`src/design/lpss_pkg.sv`:
```
// constants, types and helpers for the load power switch selector
// What this block does
// - host enable high: ignore battery level, follow host control input only; while ctrl_en is set the code follows ctrl_ctl instead
// - host enable low: follow battery level, ignore host control input; while ctrl_en is set the code follows ctrl_ctl instead
// - unconnected host enable reads low, so battery level selects by default
// - host control 1 requests load on, 0 off; effective only when enabled
// - battery level becomes 1 once voltage rises above upper threshold
// - level drops to 0 only below lower threshold; otherwise holds value
// - load on iff (enable low and level 1) or (enable high and control 1); while ctrl_en is set the code uses ctrl_ctl instead
// - resolved decision is registered for one clock, then drives the load switch input
package lpss_pkg;
    localparam int unsigned LPSS_ADDR_W = 8;
    localparam int unsigned LPSS_DATA_W = 32;
    localparam int unsigned LPSS_CNT_W = 16;

    localparam logic [LPSS_ADDR_W-1:0] LPSS_STATUS_OFS = 8'h00;
    localparam logic [LPSS_ADDR_W-1:0] LPSS_CTRL_OFS = 8'h04;
    localparam logic [LPSS_ADDR_W-1:0] LPSS_COUNT_OFS = 8'h08;

    localparam int unsigned LPSS_ST_LEVEL_BIT = 0;
    localparam int unsigned LPSS_ST_EN_BIT = 1;
    localparam int unsigned LPSS_ST_CTL_BIT = 2;
    localparam int unsigned LPSS_ST_LOAD_BIT = 3;
    localparam int unsigned LPSS_CTRL_EN_BIT = 0;
    localparam int unsigned LPSS_CTRL_CTL_BIT = 1;

    localparam logic LPSS_CTRL_EN_RST = 1'b0;
    localparam logic LPSS_CTRL_CTL_RST = 1'b0;
    localparam logic LPSS_LOAD_RST = 1'b0;
    localparam logic [LPSS_CNT_W-1:0] LPSS_CNT_RST = 16'h0000;
    localparam logic [LPSS_CNT_W-1:0] LPSS_CNT_STEP = 16'h0001;
    localparam logic [LPSS_DATA_W-1:0] LPSS_RD_ZERO = 32'h00000000;

    typedef enum logic [1:0] {
        LPSS_LVL_LOW = 2'b01,
        LPSS_LVL_HIGH = 2'b10
    } lpss_lvl_e;

    // selector truth table
    function automatic logic lpss_select(input logic en, input logic ctl,
                                         input logic lvl);
        lpss_select = en ? ctl : lvl;
    endfunction
endpackage

```
`src/design/lpss_reg_if.sv`:
```
// register access carrier between the apb slave and the register file
`timescale 1ns/10ps
interface lpss_reg_if;
    import lpss_pkg::*;
    logic wr_stb;
    logic [LPSS_ADDR_W-1:0] addr;
    logic [LPSS_DATA_W-1:0] wdata;
    logic [LPSS_DATA_W-1:0] rdata;
    logic err;
    modport slave (output wr_stb, output addr, output wdata,
                   input rdata, input err);
    modport regs (input wr_stb, input addr, input wdata,
                  output rdata, output err);
endinterface

```
`src/design/lpss_apb.sv`:
```
// apb slave front end, zero wait states
`timescale 1ns/10ps
module lpss_apb
    import lpss_pkg::*;
(
    input wire logic pclk,
    input wire logic presetn,
    input wire logic psel,
    input wire logic penable,
    input wire logic pwrite,
    input wire logic [LPSS_ADDR_W-1:0] paddr,
    input wire logic [LPSS_DATA_W-1:0] pwdata,
    output logic [LPSS_DATA_W-1:0] prdata,
    output logic pready,
    output logic pslverr,
    lpss_reg_if.slave rif
);
    typedef struct packed {
        logic [LPSS_DATA_W-1:0] rdata;
    } lpss_apb_s;

    lpss_apb_s st_q;
    lpss_apb_s st_d;

    assign rif.addr = paddr;
    assign rif.wdata = pwdata;
    assign rif.wr_stb = psel & penable & pwrite & ~rif.err;
    assign pready = 1'b1;
    assign pslverr = psel & penable & rif.err;
    assign prdata = st_q.rdata;

    // read data captured in the setup cycle, presented in the access cycle
    always_comb begin
        st_d = st_q;
        if (psel && !penable && !pwrite) begin
            st_d.rdata = rif.rdata;
        end
    end

    always_ff @(posedge pclk or negedge presetn) begin
        if (!presetn) begin
            st_q <= '{rdata: LPSS_RD_ZERO};
        end else begin
            st_q <= st_d;
        end
    end
endmodule

```
`src/design/lpss_hyst.sv`:
```
// battery level hysteresis holder driven by two threshold flags
`timescale 1ns/10ps
module lpss_hyst
    import lpss_pkg::*;
(
    input wire logic pclk,
    input wire logic presetn,
    input wire logic above_hi,
    input wire logic below_lo,
    output logic level
);
    typedef struct packed {
        lpss_lvl_e lvl;
    } lpss_hyst_s;

    lpss_hyst_s st_q;
    lpss_hyst_s st_d;

    always_comb begin
        st_d = st_q;
        case (st_q.lvl)
            LPSS_LVL_LOW: begin
                if (above_hi && !below_lo) begin
                    st_d.lvl = LPSS_LVL_HIGH;
                end
            end
            LPSS_LVL_HIGH: begin
                if (below_lo && !above_hi) begin
                    st_d.lvl = LPSS_LVL_LOW;
                end
            end
            default: begin
                st_d.lvl = LPSS_LVL_LOW;
            end
        endcase
    end

    always_ff @(posedge pclk or negedge presetn) begin
        if (!presetn) begin
            st_q <= '{lvl: LPSS_LVL_LOW};
        end else begin
            st_q <= st_d;
        end
    end

    assign level = (st_q.lvl == LPSS_LVL_HIGH);
endmodule

```
`src/design/lpss_top.sv`:
```
// load power switch selector top: pins, registers and output drive
//
// Added by the designer: the APB interface to the registers and the register addresses.
`timescale 1ns/10ps
module lpss_top
    import lpss_pkg::*;
(
    input wire logic pclk,
    input wire logic presetn,
    input wire logic psel,
    input wire logic penable,
    input wire logic pwrite,
    input wire logic [LPSS_ADDR_W-1:0] paddr,
    input wire logic [LPSS_DATA_W-1:0] pwdata,
    output logic [LPSS_DATA_W-1:0] prdata,
    output logic pready,
    output logic pslverr,
    input wire logic host_enable,
    input wire logic host_enable_driven,
    input wire logic host_control,
    input wire logic host_control_driven,
    input wire logic bat_above_hi,
    input wire logic bat_below_lo,
    output logic load_switch_on,
    output logic battery_level_out
);
    typedef struct packed {
        logic ctrl_en;
        logic ctrl_ctl;
        logic load_on;
        logic [LPSS_CNT_W-1:0] count;
    } lpss_top_s;

    lpss_top_s st_q;
    lpss_top_s st_d;
    logic battery_level_in;
    logic pin_en;
    logic pin_ctl;
    logic en_eff;
    logic ctl_eff;
    logic sel_on;

    lpss_reg_if rif ();

    lpss_apb u_apb (
        .pclk(pclk),
        .presetn(presetn),
        .psel(psel),
        .penable(penable),
        .pwrite(pwrite),
        .paddr(paddr),
        .pwdata(pwdata),
        .prdata(prdata),
        .pready(pready),
        .pslverr(pslverr),
        .rif(rif.slave)
    );

    lpss_hyst u_hyst (
        .pclk(pclk),
        .presetn(presetn),
        .above_hi(bat_above_hi),
        .below_lo(bat_below_lo),
        .level(battery_level_in)
    );

    // undriven pins read low, like a weak pull-down
    assign pin_en = host_enable & host_enable_driven;
    assign pin_ctl = host_control & host_control_driven;

    // software select acts as a second host enable source
    assign en_eff = pin_en | st_q.ctrl_en;
    assign ctl_eff = st_q.ctrl_en ? st_q.ctrl_ctl : pin_ctl;
    assign sel_on = lpss_select(en_eff, ctl_eff, battery_level_in);

    // register read mux and unmapped detection
    always_comb begin
        rif.rdata = LPSS_RD_ZERO;
        rif.err = 1'b0;
        if (rif.addr == LPSS_STATUS_OFS) begin
            rif.rdata[LPSS_ST_LEVEL_BIT] = battery_level_in;
            rif.rdata[LPSS_ST_EN_BIT] = en_eff;
            rif.rdata[LPSS_ST_CTL_BIT] = ctl_eff;
            rif.rdata[LPSS_ST_LOAD_BIT] = st_q.load_on;
        end else if (rif.addr == LPSS_CTRL_OFS) begin
            rif.rdata[LPSS_CTRL_EN_BIT] = st_q.ctrl_en;
            rif.rdata[LPSS_CTRL_CTL_BIT] = st_q.ctrl_ctl;
        end else if (rif.addr == LPSS_COUNT_OFS) begin
            rif.rdata[LPSS_CNT_W-1:0] = st_q.count;
        end else begin
            rif.err = 1'b1;
        end
    end

    always_comb begin
        st_d = st_q;
        if (rif.wr_stb && rif.addr == LPSS_CTRL_OFS) begin
            st_d.ctrl_en = rif.wdata[LPSS_CTRL_EN_BIT];
            st_d.ctrl_ctl = rif.wdata[LPSS_CTRL_CTL_BIT];
        end
        st_d.load_on = sel_on;
        // count of load turn-on events, cleared by a write to it unless a turn-on in the same cycle increments it instead
        if (sel_on && !st_q.load_on) begin
            st_d.count = st_q.count + LPSS_CNT_STEP;
        end else if (rif.wr_stb && rif.addr == LPSS_COUNT_OFS) begin
            st_d.count = LPSS_CNT_RST;
        end
    end

    always_ff @(posedge pclk or negedge presetn) begin
        if (!presetn) begin
            st_q <= '{ctrl_en: LPSS_CTRL_EN_RST, ctrl_ctl: LPSS_CTRL_CTL_RST,
                      load_on: LPSS_LOAD_RST, count: LPSS_CNT_RST};
        end else begin
            st_q <= st_d;
        end
    end

    assign load_switch_on = st_q.load_on;
    assign battery_level_out = battery_level_in;
endmodule

```
`config.mk`:
```
export PLATFORM = sky130hd
export DESIGN_NAME = lpss_top
export DESIGN_NICKNAME = d
export VERILOG_FILES = /design/src/design/lpss_pkg.sv /design/src/design/lpss_reg_if.sv /design/src/design/lpss_apb.sv /design/src/design/lpss_hyst.sv /design/src/design/lpss_top.sv
export SDC_FILE = /design/constraint.sdc
export NUM_CORES = 1
export LEC_CHECK = 0
export BUFFER_PORTS_ARGS = -buffer_cell sky130_fd_sc_hd__buf_4
export CAP_MARGIN = 20
export CORE_ASPECT_RATIO = 1.25
export CORE_MARGIN = 2
export CORE_UTILIZATION = 50
export CTS_BUF_LIST = sky130_fd_sc_hd__clkbuf_4 sky130_fd_sc_hd__clkbuf_8
export DETAILED_ROUTE_END_ITERATION = 7
export PLACE_DENSITY = 0.78
export SETUP_SLACK_MARGIN = 0.15
export SYNTH_ARGS = -nofsm -noshare
export SYNTH_HDL_FRONTEND = slang
export SYNTH_HIERARCHICAL = 1
export SYNTH_SLANG_ARGS = --single-unit
```
`constraint.sdc`:
```
create_clock -name pclk -period 3.5 [get_ports pclk]
set_clock_uncertainty 0.1 [all_clocks]
set_input_delay 0.525 -clock pclk [delete_from_list [all_inputs] [get_ports pclk]]
set_output_delay 0.525 -clock pclk [all_outputs]
set_load 0.1 [all_outputs]
```
Word-level counts from Yosys, hierarchy flattened
Cells that the tools add are included.
{ "op_classes": {"n_addsub": 1, "n_mul": 0, "n_div": 0, "n_lt_le_gt_ge": 0, "eq_ne": 6, "shifts": 0, "n_mux": 15, "bitwise_logic": 8, "n_reduce_logical": 15} }
{ "op_table": {"columns": ["operator", "n"], "rows": [
  ["$mux 16", 3],
  ["$add 16x1->16 const B", 1],
  ["$mux 14", 1],
  ["$mux 12", 1],
  ["$eq 8x3->1 const B", 1],
  ["$eq 8x4->1 const B", 1],
  ["$logic_not 8->1", 1],
  ["$logic_and 1x1->1", 7],
  ["$and 1x1->1", 6],
  ["$mux 2", 3],
  ["$logic_not 1->1", 5],
  ["$mux 1", 5],
  ["$mux 4", 1],
  ["$ne 2x1->1 const B", 2],
  ["$pmux 2 s2", 1],
  ["$eq 2x1->1 const B", 1],
  ["$eq 2x2->1 const B", 1],
  ["$reduce_and 2->1", 1],
  ["$reduce_bool 2->1", 1],
  ["$not 1->1", 1],
  ["$or 1x1->1", 1]
]} }
{ "totals": {"register_bits": 37, "latchBits": 0, "mem_bits_rw": 0, "romBits": 0, "inputBits": 51, "output_inout_bits": 36, "elab_cells": 51, "n_memories": 0} }

Depth between registers and ports, before layout
Gate-level depths: netlist (run 1).
{ "logic_depth": {"depth_word": 9, "ltp_mapped": 8, "ltp_nobuf": 7} }

By module
Netlist (run 1), hierarchy kept.
{ "modules_own_cells": {"columns": ["mod", "instances", "cells_per_inst", "area_per_inst_um2"], "rows": [
  ["lpss_apb", 1, 112, 1541.5],
  ["lpss_top", 1, 148, 1249.9],
  ["lpss_hyst", 1, 7, 90.1]
]} }

Least setup slack after synthesis (run 1)
No wires, ideal clock.
{ "synth_path": {"path_kind": "register to register", "startpoint": "reg u_hyst/st_q[0] in the netlist's numbering", "endpoint": "reg st_q[6] (netlist name)", "setup_ns": 0.124, "arrival_ns": 2.223, "required_ns": 3.276, "path_slack_ns": 1.053, "path_stages_with_launch": 7, "n_path_buf": 1, "period_less_slack_ns": 2.447, "path_cell_list": "dfstp_2 and2b_1 nand2_1 a31oi_1 a21oi_1 buf_2 a211o_1"} }
{ "synth_lines": {"columns": ["item", "line_no", "source"], "rows": [
  ["start: declaration", "lpss_hyst.sv:16", "lpss_hyst_s st_q;"],
  ["start signal: assignment", "lpss_hyst.sv:40", "st_q <= '{lvl: LPSS_LVL_LOW};"],
  ["start signal: assignment", "lpss_hyst.sv:42", "st_q <= st_d;"]
]} }

Worst setup path in the final report (run 1)
{ "layout_path": {"startpoint": "in paddr[1]", "endpoint": "out pslverr"} }
{ "layout_via": {"elab_chain_cells": 5} }
{ "layout_rtl": {"columns": ["item", "line_no", "source"], "rows": [
  ["start: declaration", "lpss_top.sv:13", "input wire logic [LPSS_ADDR_W-1:0] paddr,"],
  ["$eq 8x4->1", "lpss_top.sv:88", "end else if (rif.addr == LPSS_COUNT_OFS) begin"],
  ["$mux 1", "lpss_top.sv:88", null],
  ["$mux 1", "lpss_top.sv:85", "end else if (rif.addr == LPSS_CTRL_OFS) begin"],
  ["$mux 1 *", "lpss_top.sv:80", "if (rif.addr == LPSS_STATUS_OFS) begin"],
  ["named net rif.err", "lpss_reg_if.sv:9", "logic err;"],
  ["$and 1x1->1 *", "lpss_apb.sv:29", "assign pslverr = psel & penable & rif.err;"],
  ["end: declaration", "lpss_top.sv:17", "output logic pslverr,"]
]} }
Mark *: on every way through the listed nets, which the timed path passes. The rest lies on a longest branch.

==> results of run 1 <==
flip-flops by register name, indices dropped and copies added, names as in the netlist:
signal,count
load_switch_on,1
st_q,18
u_apb/prdata,32
u_hyst/st_q,2
routing by layer:
metal  track usage, %  share of wire (%)  vias up  wire length (microns)
li1                 -                  -      935                      -
met1             21.3                 43      940                   2040
met2             31.3                 51       58                   2450
met3             4.23                5.0        5                    241
met4             4.81                1.0        0                     48
met5                0                  0        -                      0
worst max-delay path, stage by stage:
cell	delay, ps
buf_4	110
nor2_1	120
nand3_1	190
a21o_1	220
and3_1	180
buf_4	230
where the power goes:
group | total, mW | switching, mW | internal [mW] | leakage (nW)
combinational | 0.570 | 0.389 | 0.181 | 0.860
clock | 0.423 | 0.200 | 0.223 | 0.0588
sequential | 0.863 | 0.134 | 0.729 | 0.686
layout by cell type (no fill, tap or decap), types with 2 or more instances in the layout:
cell	instances
a211o_1	9
a21oi_1	10
a221o_1	2
mux2_2	32
dfrtp_1	52
and3_1	9
nor2b_1	2
nor2_1	12
nor3_1	10
buf_4	58
nand2_1	14
clkbuf_8	5
conb_1	17
and2_1	12
or3_1	2
nand3_1	7
nor4_1	2
mux2i_1	2
nand4_1	3
a21o_1	4
mux2_1	2
a31oi_1	2
nor3b_1	2
o21ai_0	4
worst max-delay path by stage:
stage	endpoint	depth (start not counted)	slack (ps)	startpoint
after floorplan	st_q[6]	6	1050	u_hyst/st_q[0]
after global placement	st_q[11]	6	1070	paddr[3]
after detailed placement	st_q[11]	8	1050	paddr[1]
after CTS	pslverr	6	1310	paddr[1]
after global routing	pslverr	6	1200	paddr[7]
final	pslverr	6	1310	paddr[1]
final cells by class:
type | count | area [sq um]
Fill cell | 437 | 1940
Inverter | 1 | 3.75
Multi-Input combinational cell | 175 | 1220
Clock buffer | 6 | 76.3
Sequential cell | 53 | 1330
Timing Repair Buffer | 58 | 435
Clock inverter | 2 | 38.8
Tap cell | 62 | 77.6
==> impl.org, run 1 <==
** Status
- The run finished with clean final reports.

** Floorplan
- Std cell rows :: 29
- Boundary Pins :: 87
- The initial utilization of the core area, before any placement, comes to 51.9%.
- Die Wd :: 69.2 microns
- The die covers 5920 sq um.
- Measured along the y axis, the die boundary spans 85.5 microns.
- The region available for standard cell placement spans 5120 sq um.

** Clock tree
- CTS tree :: built
- For this design, the sink count on the clock tree is 53.
- Resized Gates After CTS :: 0
- TritonCTS Buffers :: 5
- Hold buffer count at CTS :: 0
- Post-CTS setup-driven buffer insertion count :: 0
- CTS root buffer :: clkbuf_8
- The H-tree was split into 2 levels.
- After clock tree synthesis, the clock-pin slew on the worst setup and hold paths is 90 ps.
- Counting along the longest clock path gives a buffer depth of 2.
- Clock latency on the worst-skew pair, taken at its later pin, is 300 ps.

** Final layout
- Post-route cell area :: 3180 sq um
- In the final layout, the share of cells above drive strength 1 is 34.9%.
- Ant. Diodes :: 0
- Non-Filler Instances :: 357
- Nets :: 346
- Post-layout util :: between 60% and 70%
- Relative to the synthesized area, the layout overhead comes to 19.6%.

** Timing
- Final-report setup violation count :: 0
- Period minus WS final :: 2190 ps
- Across all hold checks on the routed design, the worst slack comes to 145 ps.
- Max Transition Viols Final :: 0
- Measured against its own limit, the worst slew margin works out to 55.8%.
- Based on the critical path, the design can be clocked at up to 456 MHz.
- For the pin with the worst max-slew slack, the measured transition is 663 ps.
- Setup repair after global routing left no endpoint under its margin.
- Final hold vios :: 0
- Of the available clock period, the critical path in the final layout requires 62.7%.
- Total Negative Setup Slacks :: 0 ps
- Setup slack closes at 1310 ps.

** Placement
- After detailed placement, the design holds a cell count of 349.
- Once placement finished, the instance area stood at between 3000 and 4000 sq um.
- Detailed placement HPWL :: between 3000 and 4000 microns
- At the end of routability-driven placement, the weighted congestion stood at 0.789.
- Post-placement worst setup slack :: 1050 ps
- Input and output buffers added on the ports amount to 55.

** Power
- Power per standard cell area :: about 600 nW/um^2
- Maximum VDD drop :: between 300 and 400 uV
- Summed over all cells, the static leakage comes to 1.60 nW.
- Power after layout :: 1.85 mW

** Critical path
- Worst Reg2Reg Path Length in Cells :: 7
- Required @ worst endpoint :: 2870 ps
- Arrival time at the worst endpoint :: 1570 ps
- Launch point of the worst reg-to-reg path :: st_q[18]
- Kind of end point of the critical path :: primary output
- Start-to-end type of the worst setup path :: input port to primary output
- Critical path launch point type :: input port
- R2R Path End :: st_q[11]
- The setup check on the worst reg-to-reg path leaves a slack of 1400 ps.
- Crit Path Max Fanout :: 6

** Min path
- Min-Delay Path Class :: input port to async pin

** GRT
- Global routing used 17.6% of the available tracks across all layers.
- Total overflow reported by the global router :: 0
- Entering global routing, the biggest net connects 54 pins.
- Number of antenna violations at the first check in global routing :: 0
- First-pass GRT wire length :: 8470 microns
- Vias in the first global route :: 1931

** Job
- Max-cap violations :: 0

** Yosys
- Number of instances in the synthesized netlist :: 237
- Post-synthesis area per instance :: 11.2 sq um
- Summing every instance area after synthesis gives 2660 sq um.
- During synthesis, Yosys emitted a total of 6 warnings.

** Route
- Routed len/inst :: between 10 and 15 microns
- Final Routed Wirelength :: 4780 microns
- DRC marker count from the first detailed-route iteration :: about 120
- Across all layers, the routed design uses roughly 1.9k vias.
- For this run, the detailed router's first-pass iteration total came to 4.
- Via density per instance :: 5.43
- For this run, design rule violations remaining after detail routing come to 0.
- Final antenna-violating net count :: 0
(Power assumes the default switching activity.)
==> run 2: changes to the inputs <==
ABC_AREA = 1   (was not set)
PLACE_DENSITY = 0.8   (was 0.78)
clock period = 1.93 ns   (was 3.5 ns; I/O delays follow)
==> impl.org, run 2 <==
** Critical path
- Most repeated library cell on the critical path :: inv_2
- Critical Path Max Stage Delay :: about 250 ps
- Kind of end point of the critical path :: primary output
- Start-to-end type of the worst setup path :: input port to primary output
- The worst setup path is launched from an input port.
- The slowest stage of the critical path is the nor3_4 cell.
- Delay-heaviest family, CP :: simple AND/OR/NAND/NOR gates
- Crit Path Max Fanout :: 5
- Cell breakdown of the critical path :: buf_4 > inv_2 > nand3_2 > inv_2 > nand2_4 > inv_4 > nor3_4 > inv_2 > nor2_4 > buf_8
- Required @ worst endpoint :: 1540 ps
- Critical path buffer and inverter count :: 6
- At the worst endpoint, the arrival time is around 1300 ps.

** Timing
- The worst pin sits at a relative slew slack of 55.9%.
- Setup violations remaining at the end of the flow were counted as 0.
- Max Transition Viols Final :: 0
- Final worst setup slack :: approximately 210 ps
- RSZ-0062 raised after global routing :: false
- Peak clock frequency supported by timing :: slightly below 600 MHz
- Period minus WS final :: 1720 ps
- The final hold violation count came to 0.
- Summed over all failing endpoints, the final setup total negative slack is 0 ps.
- Across all hold checks on the routed design, the worst slack comes to 126 ps.
- Dividing the final minimum period by the clock period gives about nine tenths.
- For the pin with the worst max-slew slack, the measured transition is 661 ps.

** Yosys
- Summed instance area of the synthesized netlist :: 2990 sq um
- The Yosys step of the flow raised 6 warnings.
- Counting every instance in the synthesized netlist gives between 300 and 400.
- Post-synthesis area per instance :: approximately 7.6 sq um

** Final layout
- Ant. Diodes :: 0
- Nets :: between 500 and 600
- Fill cells in the final layout number 516.
- Leaving out filler cells and counting taps, the final layout contains 520.
- Post-route cell area :: 3530 sq um
- Relative to the synthesized area, the layout overhead comes to 18.3%.
- In the layout the commonest cells are nand2_1 (138), buf_4 (62), dfrtp_1 (52), nand3_1 (45), nand4_1 (37).
- Max FFs per register :: 32
- In the final layout, the share of cells above drive strength 1 is 23.1%.
- Commonest non-fill, non-tap cell in the layout :: nand2_1
- For this run, the share of the core covered by cells in the final layout is 61.2%.

** Power
- Power after layout :: 2.83 mW
- Sequential fraction of design power :: 46.3%
- Fraction of power spent switching nets :: 40.2%
- Internal power comes to 1.70 mW.
- Across the VDD grid, the largest voltage drop is 299 uV.
- Dividing total power by cell area gives a power density of 802 nW/um^2.
- Leakage Power :: 1.95 nW
- The share of total power dissipated in the clock network is 23.2%.
- For this design the total switching power over the nets is about 1.1 mW.
- Combinational power share :: approximately 31%

** Status
- Status :: finished clean

** Floorplan
- The initial utilization of the core area, before any placement, comes to 51.7%.
- Measured along the x axis, the die boundary spans 73.1 microns.
- Core Box Area :: 5780 sq um
- Std cell rows :: 31
- Die area :: approximately 6600 sq um
- between 80 and 90 I/O pins were placed.
- The floorplan step set the die height to 90.4 microns.

** GRT
- First-pass GRT wire length :: 10800 microns
- The via count of the first global-routing pass came to approximately 2.6k.
- Number of antenna violations at the first check in global routing :: 0
- Global routing used 20.0% of the available tracks.
- Total overflow reported by the global router :: 0
- Largest net degree at the start of global routing :: 54

** Route
- Across all layers, the routed design uses roughly 2.7k vias.
- In the final routed layout, each cell accounts on average for 12.1 microns.
- The first detailed-routing pass ran for 4 iterations.
- After detailed routing, the wire length on met1 is 2610 microns.
- The routed design uses 3310 microns of met2 wire.
- In the detailed route, the total length drawn on met3 is 238 microns.
- Final Routed Wirelength :: 6280 microns
- Final antenna-violating net count :: 0
- Dividing the detail-routed via count by the number of cells gives a little over 5.
- After detailed routing, the number of remaining DRC violations is 0.
- Routed signal wires occupy layers up through met4.
- DRC marker count from the first detailed-route iteration :: around 180

** Min path
- In this run the worst hold path is classified as input port to flip-flop.

** Clock tree
- CTS tree :: built
- CTS root buffer :: clkbuf_8
- Htree depth :: 2
- TritonCTS Buffers :: 5
- Worst-Skew Late Latency :: 310 ps
- Clock-pin slew of the registers on the worst-case setup and hold paths :: about 90 ps
- Total number of clock tree sinks :: 53
- Counting along the longest clock path gives a buffer depth of 2.

** Placement
- Post-placement worst setup slack :: 87.6 ps
- Detailed placement ended at an HPWL of 4330 microns.
- Placed instance count :: between 500 and 600
- Cell area after placement :: around 3400 sq um
- Number of port buffers :: 55
- Routability-driven placement congestion ratio :: 0.854

** Job
- Max-cap violations :: 0
[run 2: path summary, 6_finish.rpt]
kind,cells past startpoint,startpoint,end,slack (ps)
max reg2reg,7,u_hyst/st_q[0],st_q[10],330
max,10,paddr[4],pslverr,210
min reg2reg,2,u_apb/prdata[16],u_apb/prdata[16],380
min in group asynchronous,2,presetn,u_apb/prdata[30],450
max in group asynchronous,2,presetn,st_q[1],840
min,3,pwdata[0],st_q[18],130
[run 2: layout make-up]
type / count / area [sq um] / area share, %
multi-input cells: 292 / 1400 / 39.5
flip-flops and latches: 53 / 1330 / 37.6
repair buffers: 64 / 490 / 13.9
inverters: 37 / 141 / 4.00
clock buffers: 6 / 82.6 / 2.34
well taps: 66 / 82.6 / 2.34
clock inverters: 2 / 13.8 / 0.389
[run 2: routing by layer]
metal	GRT usage, %	vias to the layer above
li1	-	1364
met1	22.9	1239
met2	36.3	61
met3	3.24	17
met4	7.25	0
met5	0	-
[run 2: power by group through the flow]
stage	sequential, mW	clock (mW)	combinational [mW]
after floorplan	1.72	0	0.284
after global placement	1.33	0	0.846
after detailed placement	1.33	0	0.859
after CTS	1.31	0.670	0.866
after global routing	1.33	0.704	0.920
final	1.31	0.656	0.865
[run 2: worst reg2reg max path, delay by kind of cell (launching register included)]
kind | cells | cell delay (ps)
AND/OR/NAND/NOR | 5 | 790
flip-flops | 1 | 570
buffers and inverters | 2 | 100
[run 2: repair_timing]
action	CTS	global route
setup endpoints to repair	1	1
hold endpoints to repair	52	0
hold buffers	1	0
gates resized for setup	2	2
setup buffers	0	0
==> run 3: changes to the inputs <==
PLACE_DENSITY = 0.88   (was 0.8)
==> impl.org, run 3 (synthesized netlist as in run 2, its figures left out) <==
** Status
- Status :: finished clean

** Power
- The internal portion of the total power is 1.67 mW.
- Across the VDD grid, the largest voltage drop is 313 uV.
- Power per standard cell area :: 803 nW/um^2
- Sequential fraction of design power :: 46.3%
- The analysis attributes to cell leakage a power of 1.94 nW.
- Clock network fraction of design power :: 23.4%
- Reported net switching power :: roughly 1.2 mW
- Combinational cells account for 30.3% of the total power.
- Power after layout :: 2.84 mW
- Of the total power, the share spent switching nets is 41.3%.

** Timing
- Setup violations remaining at the end of the flow were counted as 0.
- Max Transition Viols Final :: 0
- Max-slew headroom :: roughly 57%
- Period minus WS final :: around 1700 ps
- Total Negative Setup Slacks :: 0 ps
- On the final layout, the worst hold slack is ~100 ps.
- Actual transition at the worst max-transition pin :: 644 ps
- Final hold vios :: 0
- Dividing the final minimum period by the clock period gives roughly 88%.
- Timing would allow up to 587 MHz.
- RSZ-0062 raised after global routing :: false

** Critical path
- For the worst setup path, the data arrival time is 1310 ps.
- Start-to-end type of the worst setup path :: input port to primary output
- Kind of end point of the critical path :: primary output
- Worst Reg2Reg Path Length in Cells :: 7
- Of all nets on the critical path, the largest fanout is 5.
- STA classifies the critical path startpoint as an input port.
- At the worst endpoint, the required time is 1540 ps.

** Placement
- Placed instance count :: 510
- Number of port buffers :: 55
- The HPWL after detailed placement is 4350 microns.
- At the end of routability-driven placement, the weighted congestion stood at between 0.8 and 0.9.

** Route
- DR pass1 iterations :: 4
- Final Routed Wirelength :: between 6000 and 7000 microns
- Once detail routing completed, the nets flagged for antenna violations numbered 0.
- In the routed layout, each cell is associated on average with a via count of 5.18.
- In the routed design, unresolved DRC markers number 0.
- Via count :: between 2k and 3k
- Routed len/inst :: ~12 microns
- DRC marker count from the first detailed-route iteration :: 330

** Clock tree
- CTS root buffer :: clkbuf_8
- Maximum clock path buffer count :: 2
- After clock tree synthesis, the clock-pin slew on the worst setup and hold paths is roughly 100 ps.
- The clock tree synthesis step divided the H-tree into 2 levels.
- TritonCTS Buffers :: 5
- TritonCTS built the clock tree.
- Total number of clock tree sinks :: 53
- The later pin in the worst-skew pair is clocked with a latency of 320 ps.
- Post-CTS timing repair inserted 0 buffers for setup.

** Final layout
- For this run, the post-layout net count is 504.
- The area growth from synthesis to layout is 18.3%.
- Commonest cells after routing, fill and taps aside :: nand2_1 (138), buf_4 (61), dfrtp_1 (52), nand3_1 (45), nand4_1 (37)
- The repair_antennas step left the layout with diodes totalling 0.
- Layout cells sized above 1 :: 23.0%
- Non-Filler Instances :: 519
- The register with the most flip-flops in the layout has 32 of them.
- The library cell used most frequently in the layout, excluding fill and tap cells, is nand2_1.

** GRT
- The initial antenna violation count came to 0.
- The via count of the first global-routing pass was 2586.
- Largest net degree at the start of global routing :: 54
- Total overflow reported by the global router :: 0
- For this run, the total global-route usage over all layers was measured as 20.5%.
- The first global-routing pass estimated between 10000 and 15000 microns of wire.

** Floorplan
- between 80 and 90 I/O pins were placed.
- The floorplan step set the die height to between 90 and 100 microns.
- Core Box Area :: between 5000 and 6000 sq um
- Initial standard-cell utilization of the core :: roughly 52%
- Row generation in the floorplan step produced 31 rows.
- The floorplan step defined a die boundary enclosing 6610 sq um.
- Die Wd :: around 73 microns

** Job
- Max-cap violations :: 0

** Min path
- The worst hold path passes through 3 cells.
- In this run the worst hold path is classified as input port to flip-flop.
[run 3: changes by cell type in the layout (fill, tap and decap cells not counted), sizes merged]
cell,change
buf,-1
clkbuf,-1
clkinv,-1
clkinvlp,+1
inv,+1
[run 3: layer usage]
layer	global-route usage (%)	share of wire [%]	vias to the layer above	routed length [microns]
li1	-	-	1360	-
met1	24.5	40	1257	2520
met2	36.6	54	62	3420
met3	3.35	3.7	9	231
met4	6.33	1.7	0	107
met5	0	0	-	0
[run 3: path summary, 6_finish.rpt]
check	slack [ps]	startpoint	to
setup / recovery	230	paddr[4]	pslverr
hold / removal	100	pwdata[1]	st_q[17]
setup reg to reg	360	u_hyst/st_q[0]	st_q[7]
hold reg to reg	380	u_apb/prdata[17]	u_apb/prdata[17]
max in group asynchronous	860	presetn	u_hyst/st_q[1]
min in group asynchronous	430	presetn	u_apb/prdata[16]
[run 3: critical path: stages]
cell and delay, ps:
buf_4 80, inv_2 30, nand3_2 110, inv_2 70, nand2_4 70, inv_4 50, nor3_4 240, inv_2 70
nor2_4 110, buf_12 180
[run 3: power by group through the flow]
stage | clock, mW | combinational, mW | sequential, mW
final | 0.666 | 0.861 | 1.31
after global routing | 0.711 | 0.929 | 1.33
after CTS | 0.674 | 0.860 | 1.31
after detailed placement | 0 | 0.858 | 1.33
after global placement | 0 | 0.845 | 1.32
after floorplan | 0 | 0.284 | 1.72
[run 3: stage by stage]
| stage | setup WS [ps] | instance area (sq um) | util (%) |
|---|---|---|---|
| floorplan | 116 | 3090 | - |
| global placement | 143 | 3410 | 59.0 |
| detailed placement | 146 | 3410 | 59.0 |
| CTS | 162 | 3510 | 60.8 |
| global route | 161 | 3530 | 61.2 |
| finish | 228 | 3530 | 61.2 |
[run 3: layout make-up]
type,count,area (sq um)
well taps,66,82.6
flip-flops and latches,53,1330
clock inverters,3,25.0
multi-input cells,292,1400
clock buffers,5,68.8
repair buffers,63,488
inverters,37,141
fillers,506,2240
[run 3: what timing repair did]
action	4_1_cts	5_1_grt
pin swaps	0	0
hold buffers	1	0
setup endpoints to repair	1	1
endpoints found under the hold margin	52	0
resized for setup	1	5
